==> src/verilog/mcrc_pkg.sv <==
// Constants, enumerations and carrier types for the memory CRC checker
package mcrc_pkg;
    // Register byte offsets
    localparam logic [7:0] CTRL_OFS   = 8'h00;
    localparam logic [7:0] POLY_OFS   = 8'h04;
    localparam logic [7:0] SEED_OFS   = 8'h08;
    localparam logic [7:0] EXPECT_OFS = 8'h0c;
    localparam logic [7:0] FILL_OFS   = 8'h10;
    localparam logic [7:0] XCNT_OFS   = 8'h14;
    localparam logic [7:0] YCNT_OFS   = 8'h18;
    localparam logic [7:0] RESULT_OFS = 8'h1c;
    localparam logic [7:0] STATUS_OFS = 8'h20;
    localparam logic [7:0] MASK_OFS   = 8'h24;

    // Control field positions
    localparam int CTRL_START_BIT  = 0;
    localparam int CTRL_MODE_LSB   = 1;
    localparam int CTRL_BITMIR_BIT = 3;
    localparam int CTRL_BYTMIR_BIT = 4;
    localparam int CTRL_ROUTE_BIT  = 5;

    // Status field positions
    localparam int STAT_DONE_BIT  = 0;
    localparam int STAT_FAULT_BIT = 1;
    localparam int STAT_VERR_BIT  = 2;
    localparam int STAT_BERR_BIT  = 3;
    localparam int STAT_BUSY_BIT  = 4;

    // Reset values
    localparam logic [31:0] POLY_RST = 32'h04c11db7;
    localparam logic [31:0] SEED_RST = 32'hffffffff;
    localparam logic [31:0] WORD_RST = 32'h00000000;
    localparam logic [15:0] CNT_RST  = 16'h0001;
    localparam logic [3:0]  STAT_RST = 4'h0;
    localparam logic [3:0]  MASK_RST = 4'h0;

    // Operating modes
    typedef enum logic [1:0] {
        MCRC_SCAN   = 2'h0,
        MCRC_XFER   = 2'h1,
        MCRC_VERIFY = 2'h2,
        MCRC_FILL   = 2'h3
    } mcrc_mode_t;

    // Engine sequencer states
    typedef enum logic [1:0] {
        ST_IDLE  = 2'h0,
        ST_RUN   = 2'h1,
        ST_DRAIN = 2'h2,
        ST_CHECK = 2'h3
    } mcrc_fsm_t;

    // APB request from the master
    typedef struct packed {
        logic        psel;
        logic        penable;
        logic        pwrite;
        logic [7:0]  paddr;
        logic [31:0] pwdata;
    } mcrc_apb_req_t;

    // Whole state of the top module
    typedef struct packed {
        mcrc_fsm_t   st;
        mcrc_mode_t  mode;
        logic        bitmir;
        logic        bytmir;
        logic        route;
        logic [31:0] poly;
        logic [31:0] seed;
        logic [31:0] expect_val;
        logic [31:0] fill;
        logic [15:0] xcnt;
        logic [15:0] ycnt;
        logic [15:0] xleft;
        logic [15:0] yleft;
        logic [31:0] crc;
        logic        verr_seen;
        logic [3:0]  status;
        logic [3:0]  mask;
        logic        src_rdy;
        logic        dst_valid;
        logic [31:0] dst_data;
        logic        dst_last;
        logic        irq;
        logic        fault_irq;
        logic        err_irq;
        logic        trig;
        logic [31:0] prdata;
        logic        pready;
        logic        pslverr;
    } mcrc_state_t;
endpackage

==> src/verilog/mcrc_top.sv <==
// Memory CRC checker: APB registers, scan/transfer/verify/fill engine
//
// Implementation choices: the APB register port and the register offsets.
`timescale 1ns/100ps
module mcrc_top (
    // Clock and reset
    input  wire logic                   core_clk_in,
    input  wire logic                   rstn_in,
    // APB slave
    input  wire mcrc_pkg::mcrc_apb_req_t apb_in,
    output logic                 [31:0] prdata_out,
    output logic                        pready_out,
    output logic                        pslverr_out,
    // Source channel stream
    input  wire logic                   src_valid_in,
    input  wire logic            [31:0] src_data_in,
    output logic                        src_ready_out,
    // Destination channel stream
    output logic                        dst_valid_out,
    output logic                 [31:0] dst_data_out,
    output logic                        dst_last_out,
    input  wire logic                   dst_ready_in,
    // Events
    output logic                        irq_out,
    output logic                        fault_irq_out,
    output logic                        err_irq_out,
    output logic                        fault_trig_out
);
    mcrc_pkg::mcrc_state_t r;       // Registered state
    mcrc_pkg::mcrc_state_t next_r;  // Next state

    logic [31:0] bit_rev;   // Bits reversed inside each byte
    logic [31:0] byte_rev;  // Bytes swapped
    logic [31:0] mir_data;  // Word as fed to the CRC
    logic [31:0] pre_swap;  // After bit mirror
    logic [31:0] crc_nxt;   // Signature after this word
    logic        acc;       // APB access phase
    logic        wr_fire;   // Write completes this edge
    logic        hit;       // Address mapped
    logic [31:0] rd;        // Read mux
    logic [3:0]  set;       // Status events this cycle
    logic [3:0]  clr;       // Status bits software clears
    logic        start;     // Start request
    logic        accept;    // Source word taken
    logic        beat;      // One block word processed
    logic        last;      // Final word of block

    // Mirroring per bit; one loop builds both reorderings
    for (genvar i = 0; i < 32; i++) begin : g_mir
        assign bit_rev[i]  = src_data_in[(i / 8) * 8 + 7 - (i % 8)];
        assign byte_rev[i] = pre_swap[(3 - i / 8) * 8 + (i % 8)];
    end
    // Byte swap acts on the bit-mirrored word
    assign pre_swap = r.bitmir ? bit_rev : src_data_in;
    assign mir_data = r.bytmir ? byte_rev : pre_swap;

    // Single-word CRC step with the programmed polynomial
    mcrc_step u_step (
        .crc_in  (r.crc),
        .data_in (mir_data),
        .poly_in (r.poly),
        .crc_out (crc_nxt)
    );

    // Next-state logic for bus, engine and events
    always_comb begin
        next_r  = r;
        next_r.trig = 1'b0;
        set     = 4'h0;
        clr     = 4'h0;
        start   = 1'b0;
        beat    = 1'b0;
        last    = (r.xleft == 16'h0001) && (r.yleft == 16'h0001);
        acc     = apb_in.psel && apb_in.penable;
        wr_fire = acc && r.pready && apb_in.pwrite;
        accept  = src_valid_in && r.src_rdy;
        hit     = 1'b1;
        // Read mux; unmapped reads return zero with an error
        case (apb_in.paddr)
            mcrc_pkg::CTRL_OFS:   rd = {26'h0, r.route, r.bytmir, r.bitmir, r.mode, 1'b0};
            mcrc_pkg::POLY_OFS:   rd = r.poly;
            mcrc_pkg::SEED_OFS:   rd = r.seed;
            mcrc_pkg::EXPECT_OFS: rd = r.expect_val;
            mcrc_pkg::FILL_OFS:   rd = r.fill;
            mcrc_pkg::XCNT_OFS:   rd = {16'h0, r.xcnt};
            mcrc_pkg::YCNT_OFS:   rd = {16'h0, r.ycnt};
            mcrc_pkg::RESULT_OFS: rd = r.crc;
            mcrc_pkg::STATUS_OFS: rd = {27'h0, r.st != mcrc_pkg::ST_IDLE, r.status};
            mcrc_pkg::MASK_OFS:   rd = {28'h0, r.mask};
            default: begin
                rd  = 32'h00000000;
                hit = 1'b0;
            end
        endcase
        // One wait state: answer is registered in the first access cycle
        next_r.pready = acc && !r.pready;
        if (acc && !r.pready) begin
            next_r.prdata  = apb_in.pwrite ? 32'h00000000 : rd;
            next_r.pslverr = !hit;
        end else if (!acc) begin
            next_r.pslverr = 1'b0;
        end
        // Register writes take effect at the completing edge
        if (wr_fire) begin
            case (apb_in.paddr)
                mcrc_pkg::CTRL_OFS: begin
                    start = apb_in.pwdata[mcrc_pkg::CTRL_START_BIT];
                    // Mode changes mid-block would corrupt it, so idle only
                    if (r.st == mcrc_pkg::ST_IDLE) begin
                        next_r.mode   = mcrc_pkg::mcrc_mode_t'(
                            apb_in.pwdata[mcrc_pkg::CTRL_MODE_LSB +: 2]);
                        next_r.bitmir = apb_in.pwdata[mcrc_pkg::CTRL_BITMIR_BIT];
                        next_r.bytmir = apb_in.pwdata[mcrc_pkg::CTRL_BYTMIR_BIT];
                        next_r.route  = apb_in.pwdata[mcrc_pkg::CTRL_ROUTE_BIT];
                    end
                end
                mcrc_pkg::POLY_OFS:   next_r.poly = apb_in.pwdata;
                mcrc_pkg::SEED_OFS:   next_r.seed = apb_in.pwdata;
                mcrc_pkg::EXPECT_OFS: next_r.expect_val = apb_in.pwdata;
                mcrc_pkg::FILL_OFS:   next_r.fill = apb_in.pwdata;
                mcrc_pkg::XCNT_OFS:   next_r.xcnt = apb_in.pwdata[15:0];
                mcrc_pkg::YCNT_OFS:   next_r.ycnt = apb_in.pwdata[15:0];
                mcrc_pkg::STATUS_OFS: clr = apb_in.pwdata[3:0];
                mcrc_pkg::MASK_OFS:   next_r.mask = apb_in.pwdata[3:0];
                default: begin
                end
            endcase
        end
        // Destination register empties when the channel takes it
        if (r.dst_valid && dst_ready_in) begin
            next_r.dst_valid = 1'b0;
        end
        // Engine sequencer
        case (r.st)
            mcrc_pkg::ST_IDLE: begin
                if (start) begin
                    next_r.crc       = r.seed;
                    next_r.xleft     = r.xcnt;
                    next_r.yleft     = (r.ycnt == 16'h0000) ? 16'h0001 : r.ycnt;
                    next_r.verr_seen = 1'b0;
                    // Empty block goes straight to the check
                    next_r.st = (r.xcnt == 16'h0000) ? mcrc_pkg::ST_CHECK
                                                     : mcrc_pkg::ST_RUN;
                end
            end
            mcrc_pkg::ST_RUN: begin
                // Fill paces on the destination, others on the source
                beat = (r.mode == mcrc_pkg::MCRC_FILL)
                     ? (!r.dst_valid || dst_ready_in) : accept;
                if (beat) begin
                    if (r.mode != mcrc_pkg::MCRC_FILL) begin
                        next_r.crc = crc_nxt;
                    end
                    if (r.mode == mcrc_pkg::MCRC_XFER) begin
                        next_r.dst_valid = 1'b1;
                        next_r.dst_data  = src_data_in;
                        next_r.dst_last  = r.xleft == 16'h0001;
                    end
                    if (r.mode == mcrc_pkg::MCRC_FILL) begin
                        next_r.dst_valid = 1'b1;
                        next_r.dst_data  = r.fill;
                        next_r.dst_last  = r.xleft == 16'h0001;
                    end
                    // Only the first bad word is reported per block
                    if (r.mode == mcrc_pkg::MCRC_VERIFY && src_data_in != r.fill
                        && !r.verr_seen) begin
                        set[mcrc_pkg::STAT_VERR_BIT] = 1'b1;
                        next_r.verr_seen = 1'b1;
                    end
                    // Row and column counters walk the 2D block
                    if (last) begin
                        next_r.st = mcrc_pkg::ST_DRAIN;
                    end else if (r.xleft == 16'h0001) begin
                        next_r.xleft = r.xcnt;
                        next_r.yleft = r.yleft - 16'h0001;
                    end else begin
                        next_r.xleft = r.xleft - 16'h0001;
                    end
                end
            end
            mcrc_pkg::ST_DRAIN: begin
                // Wait for the last forwarded word to leave
                if (!next_r.dst_valid) begin
                    next_r.st = mcrc_pkg::ST_CHECK;
                end
            end
            mcrc_pkg::ST_CHECK: begin
                set[mcrc_pkg::STAT_DONE_BIT] = 1'b1;
                if (r.mode != mcrc_pkg::MCRC_FILL && r.crc != r.expect_val) begin
                    set[mcrc_pkg::STAT_FAULT_BIT] = 1'b1;
                    next_r.trig = r.route;
                end
                next_r.st = mcrc_pkg::ST_IDLE;
            end
            default: next_r.st = mcrc_pkg::ST_IDLE;
        endcase
        // Starting a busy engine is an operating error
        if (start && r.st != mcrc_pkg::ST_IDLE) begin
            set[mcrc_pkg::STAT_BERR_BIT] = 1'b1;
        end
        // Source ready registered; transfer waits for an empty slot
        next_r.src_rdy = (next_r.st == mcrc_pkg::ST_RUN)
                      && (r.mode != mcrc_pkg::MCRC_FILL)
                      && (r.mode != mcrc_pkg::MCRC_XFER || !next_r.dst_valid);
        // Sticky status: a new event wins over a clear
        next_r.status = (r.status & ~clr) | set;
        // Interrupt levels from the updated status and mask
        next_r.irq       = |(next_r.status & next_r.mask);
        next_r.fault_irq = next_r.status[mcrc_pkg::STAT_FAULT_BIT]
                         && next_r.mask[mcrc_pkg::STAT_FAULT_BIT]
                         && !next_r.route;
        next_r.err_irq   = |(next_r.status[3:2] & next_r.mask[3:2]);
    end

    // State register
    always_ff @(posedge core_clk_in or negedge rstn_in) begin
        if (!rstn_in) begin
            r            <= '0;
            r.st         <= mcrc_pkg::ST_IDLE;
            r.mode       <= mcrc_pkg::MCRC_SCAN;
            r.poly       <= mcrc_pkg::POLY_RST;
            r.seed       <= mcrc_pkg::SEED_RST;
            r.expect_val <= mcrc_pkg::WORD_RST;
            r.fill       <= mcrc_pkg::WORD_RST;
            r.xcnt       <= mcrc_pkg::CNT_RST;
            r.ycnt       <= mcrc_pkg::CNT_RST;
            r.crc        <= mcrc_pkg::SEED_RST;
            r.status     <= mcrc_pkg::STAT_RST;
            r.mask       <= mcrc_pkg::MASK_RST;
        end else begin
            r <= next_r;
        end
    end

    // Outputs straight from the state register
    assign prdata_out     = r.prdata;
    assign pready_out     = r.pready;
    assign pslverr_out    = r.pslverr;
    assign src_ready_out  = r.src_rdy;
    assign dst_valid_out  = r.dst_valid;
    assign dst_data_out   = r.dst_data;
    assign dst_last_out   = r.dst_last;
    assign irq_out        = r.irq;
    assign fault_irq_out  = r.fault_irq;
    assign err_irq_out    = r.err_irq;
    assign fault_trig_out = r.trig;

    // Each accepted word folds into the signature
    a_crc_word_update: assert property (
        @(posedge core_clk_in) disable iff (!rstn_in)
        (r.st == mcrc_pkg::ST_RUN && accept && r.mode != mcrc_pkg::MCRC_FILL)
        |=> (r.crc == $past(crc_nxt)))
        else $error("signature not updated by word");

    // Signature holds when no word arrives
    a_crc_word_hold: assert property (
        @(posedge core_clk_in) disable iff (!rstn_in)
        (r.st == mcrc_pkg::ST_RUN && !accept) |=> $stable(r.crc))
        else $error("signature changed without a word");

    // Scan mode never writes to the destination
    a_scan_no_write: assert property (
        @(posedge core_clk_in) disable iff (!rstn_in)
        (r.mode == mcrc_pkg::MCRC_SCAN && r.st != mcrc_pkg::ST_IDLE) |-> !dst_valid_out)
        else $error("scan mode produced a write");

    // Transfer forwards the accepted word next cycle
    a_xfer_forward: assert property (
        @(posedge core_clk_in) disable iff (!rstn_in)
        (r.st == mcrc_pkg::ST_RUN && accept && r.mode == mcrc_pkg::MCRC_XFER)
        |=> dst_valid_out && dst_data_out == $past(src_data_in))
        else $error("transfer word not forwarded");

    // Mismatch at check sets fault and the fault level on the same next edge
    a_fault_on_diff: assert property (
        @(posedge core_clk_in) disable iff (!rstn_in)
        (r.st == mcrc_pkg::ST_CHECK && r.mode != mcrc_pkg::MCRC_FILL
         && r.crc != r.expect_val && r.mask[1] && !r.route)
        |=> r.status[mcrc_pkg::STAT_FAULT_BIT] && fault_irq_out && irq_out)
        else $error("mismatch did not raise fault");

    // Trigger route gives a single-cycle pulse
    a_fault_trig: assert property (
        @(posedge core_clk_in) disable iff (!rstn_in)
        (r.st == mcrc_pkg::ST_CHECK && r.mode != mcrc_pkg::MCRC_FILL
         && r.crc != r.expect_val && r.route)
        |=> fault_trig_out ##1 !fault_trig_out)
        else $error("fault trigger pulse wrong");

    // Fill words carry the constant
    a_fill_const: assert property (
        @(posedge core_clk_in) disable iff (!rstn_in)
        (dst_valid_out && r.mode == mcrc_pkg::MCRC_FILL) |-> dst_data_out == r.fill)
        else $error("fill word is not the constant");

    // First verify mismatch sets the error flag and error level
    a_verify_first: assert property (
        @(posedge core_clk_in) disable iff (!rstn_in)
        (r.st == mcrc_pkg::ST_RUN && accept && r.mode == mcrc_pkg::MCRC_VERIFY
         && src_data_in != r.fill && r.mask[2])
        |=> r.status[mcrc_pkg::STAT_VERR_BIT] && err_irq_out)
        else $error("verify mismatch not flagged");

    // Start loads the seed into the signature
    a_seed_load: assert property (
        @(posedge core_clk_in) disable iff (!rstn_in)
        (r.st == mcrc_pkg::ST_IDLE && wr_fire && apb_in.paddr == mcrc_pkg::CTRL_OFS
         && apb_in.pwdata[0]) |=> r.crc == $past(r.seed) && r.st != mcrc_pkg::ST_IDLE)
        else $error("seed not loaded at start");

    // Busy start: error set, mode kept
    a_busy_start: assert property (
        @(posedge core_clk_in) disable iff (!rstn_in)
        (r.st != mcrc_pkg::ST_IDLE && start)
        |=> r.status[mcrc_pkg::STAT_BERR_BIT] && $stable(r.mode))
        else $error("start while busy not refused");

    // Idle refuses source
    a_src_idle: assert property (
        @(posedge core_clk_in) disable iff (!rstn_in)
        (r.st == mcrc_pkg::ST_IDLE) |-> !src_ready_out)
        else $error("source ready while idle");

    // APB answers exactly one cycle into the access phase
    a_apb_one_wait: assert property (
        @(posedge core_clk_in) disable iff (!rstn_in)
        (apb_in.psel && apb_in.penable && !pready_out) |=> pready_out)
        else $error("APB answer late");
endmodule

==> src/verilog/mcrc_step.sv <==
// One-word CRC32 update with a programmable generator polynomial
`timescale 1ns/100ps
module mcrc_step (
    // Running signature and new word
    input  wire logic [31:0] crc_in,
    input  wire logic [31:0] data_in,
    input  wire logic [31:0] poly_in,
    // Updated signature
    output logic      [31:0] crc_out
);
    // Shift the word in MSB first; feedback xors the polynomial
    always_comb begin
        logic [31:0] c;
        logic        fb;
        c  = crc_in;
        fb = 1'b0;
        for (int i = 31; i >= 0; i--) begin
            fb = c[31] ^ data_in[i];
            c  = {c[30:0], 1'b0} ^ (fb ? poly_in : 32'h00000000);
        end
        crc_out = c;
    end
endmodule

==> config.mk <==
export PLATFORM = sky130hd
export DESIGN_NAME = mcrc_top
export DESIGN_NICKNAME = d
export VERILOG_FILES = /design/src/verilog/mcrc_pkg.sv /design/src/verilog/mcrc_top.sv /design/src/verilog/mcrc_step.sv
export SDC_FILE = /design/constraint.sdc
export NUM_CORES = 2
export LEC_CHECK = 0
export BUFFER_PORTS_ARGS = -buffer_cell sky130_fd_sc_hd__buf_4
export CAP_MARGIN = 20
export CORE_AREA = 2 2 289 291
export DETAILED_ROUTE_END_ITERATION = 10
export DIE_AREA = 0 0 291 293
export GPL_TIMING_DRIVEN = 1
export MAX_ROUTING_LAYER = met4
export PLACE_DENSITY_LB_ADDON = 0.25
export SYNTH_ARGS = -nofsm -noshare
export SYNTH_HDL_FRONTEND = slang
export SYNTH_SLANG_ARGS = --single-unit
==> constraint.sdc <==
create_clock -name core_clk_in -period 15.1 [get_ports core_clk_in]
set_input_delay 1.51 -clock core_clk_in [delete_from_list [all_inputs] [get_ports core_clk_in]]
set_output_delay 1.51 -clock core_clk_in [all_outputs]
set_load 0.01 [all_outputs]
==> reports/metrics.cfg <==
[run_status]
status=finished clean

[routing]
via_per_inst=6.22
routed_wl_mm=134
via_count=34700
drt_iter0_markers=3755
dr.pass1.iters=7
drcViolationCount=0
routedWlPerCell_um=23.9
antenna_left=0

[worst_setup_path]
start_kind=primary input
critPathCaptureType=flop
cpMostUsedCell=buf_4
path_buf_inv=4
worstPathRequired_ps=15600
critical-path-slowest-cell=xnor3_2
cp_top_family=simple AND/OR/NAND/NOR gates
crit_type=in -> reg
crit_fanout=30
crit_arrival_ps=15100
critPathMaxStageDelay_ps=580

[placement]
place_congestion=0.962
pre_cts_slack_ps=-224
portBuffers=151
dp_hpwl_mm=94.3
place_area_mm2=0.0384

[timing]
fin_crit_ps=14600
setup-violations-final=0
min_period_over_period_pct=96.7
finClkSkew_ps=23.9
maxSlewHeadroom_pct=23.4
tns_ps=0
holdWs_ps=480
drv_slew=0
hold_violations=0
max_freq_mhz=68.5
setup_ws_ps=497
worst_slew_pin_slew_ps=1140

[synth]
ys.flop_type=dfrtp_1
synth.most_common_cell=nand2_1
syn_area_mm2=0.0366
synth_nets=4707
yosys.area.top_type=xnor2_1
syn_avg_cell_area_um2=7.93
synthTopCellsByCount=nand2_1, xnor2_1, clkbuf_1
ys_types=119
async_flop_share_pct=100
yosys.area.top_type_share_pct=18.6
synth_edf_count=0
syn_inst=4624
synth-seq-area-share_pct=21.6
synth.ff_latch_count=313
ys_warn_count=0
synth_area_leaders=xnor2_1, dfrtp_1, nand2_1, dfstp_2, mux2_2

[pwr]
cellLeakagePower_nw=14.6
ir_drop_mv=0.0865
power_density_mw_per_mm2=64.0

[global_route]
grt_pass1_vias=32300
gr-usage-all-layers_pct=31.2
grt_max_degree=148
overflow=0
grt_first_pass_wirelength_mm=203
grt_antenna_before_repair=2

[cts]
clock_latency_ps=580
clk_pin_slew_ps=60
cts_tree=yes
htree_levels=2
numCtsBuffers=37
cts_buffer_depth=3
cts_hold_buf=0
clkSinkCount=313
root_buffer=clkbuf_16

[finish]
nets=4571
largest_reg_flops=240
area_delta_synth_final_pct=8.95
drive_gt1_share_pct=17.9
fin_area_mm2=0.0399
top_register=r

[floorplanning]
rows=105
coreArea_mm2=0.0818
die_height_um=293
start_util_pct=44.8
boundaryPins=152
dieWidth_um=291
die-area_mm2=0.0853

[run]
drv_cap=0

[hold_path]
hp-class=reg -> reg

power by group:
group	internal, mW	switching (mW)	total, mW	leakage, nW
Combinational	0.246	0.417	0.663	10.0
Clock	0.585	0.395	0.981	0.643
Sequential	0.875	0.0360	0.911	3.94
Total	1.71	0.848	2.55	14.6
metrics by stage:
stage,cells,util (%),total power [mW]
final,5589,48.8,2.55
after global routing,5589,48.8,2.65
after CTS,5584,48.5,2.54
after detailed placement,5516,46.9,1.57
after global placement,5515,46.9,1.56
after floorplan,4624,-,1.36
worst register-to-register path: cells and delay by family (launching register included):
family | cells | cell delay [ps]
AOI/OAI and AO/OA | 12 | 3470
xor gates and xnor gates | 8 | 2710
buffers and inverters | 3 | 870
DFF | 1 | 780
muxes | 1 | 650
and+or+nand+nor | 21 | 5880
path summary, 6_finish.rpt:
check	startpoint	end	slack, ps	depth (start not counted)
setup / recovery	src_data_in[4]	r[113]$_DFFE_PN1P_	500	46
hold / removal	prdata_out[4]$_DFFE_PN0P_	prdata_out[4]$_DFFE_PN0P_	480	2
setup reg to reg	r[308]$_DFFE_PN0P_	r[113]$_DFFE_PN1P_	650	45
hold reg to reg	prdata_out[4]$_DFFE_PN0P_	prdata_out[4]$_DFFE_PN0P_	480	2
max in group asynchronous	rstn_in	r[305]$_DFFE_PN0P_	12550	2
min in group asynchronous	rstn_in	r[126]$_DFFE_PN0P_	960	1
layout by cell type, fill, tap and decap left out, drive strengths merged, types with 11 or more instances in the layout:
cell | netlist | layout
inv | 17 | 18
a22o | 93 | 93
nor2 | 214 | 214
nor4 | 25 | 25
a211oi | 31 | 31
a31oi | 21 | 21
buf | 191 | 320
and3 | 51 | 51
a21o | 13 | 13
o21ai | 254 | 254
xor2 | 65 | 65
a211o | 38 | 38
and2 | 13 | 13
nand2b | 40 | 40
a222oi | 22 | 22
o31ai | 13 | 13
a21boi | 25 | 25
nand3 | 107 | 107
o211ai | 26 | 26
xnor3 | 46 | 46
a22oi | 45 | 45
dfrtp | 233 | 233
a221oi | 19 | 19
nand2 | 908 | 908
clkinv | 4 | 11
dfstp | 80 | 80
or2 | 12 | 12
nor2b | 27 | 27
clkbuf | 304 | 54
mux2 | 183 | 183
o22ai | 20 | 20
a21oi | 209 | 209
a32oi | 60 | 60
or3 | 16 | 16
nand4 | 59 | 59
mux4 | 31 | 31
nor3 | 67 | 67
xnor2 | 785 | 785
mux2i | 109 | 109
routing by layer:
layer | global-route usage [%] | up-vias | wire length (um) | part of all wire, %
met4 | 15.8 | 0 | 7530 | 5.6
met1 | 40.4 | 16900 | 54700 | 41
met2 | 48.7 | 1639 | 61300 | 46
li1 | - | 15800 | - | -
met5 | - | - | 0 | 0
met3 | 3.04 | 358 | 10000 | 7.5
cell families (layout without fill, tap and decap cells):
| group | count (synthesis) | count (layout) | synth area share (%) |
|---|---|---|---|
| AOI/OAI and AO/OA | 990 | 990 | 18.7 |
| muxes | 323 | 323 | 10.6 |
| other | 0 | 2 | 0 |
| xor gates and xnor gates | 897 | 897 | 23.4 |
| DFF | 313 | 313 | 21.6 |
| and+or+nand+nor | 1581 | 1581 | 19.3 |
| adders and majority gates | 4 | 4 | 0.137 |
| buffers and inverters | 516 | 409 | 6.18 |
layout make-up:
cell class                 count  area (um2)
inverter                      21        78.8
fill                        7932       41900
clock inverter                14         211
clock buffer                  54        1110
multi-input combinational   3795       26800
timing repair buffer         320        2480
sequential                   313        7950
antenna                        2        5.00
tap                         1070        1340
repair_timing:
item                                    CTS  global route
endpoints found under the setup margin    0            32
gates resized for setup                   0            35
buffers inserted                          0             2
Note: power is estimated with default switching activity, not from simulation.
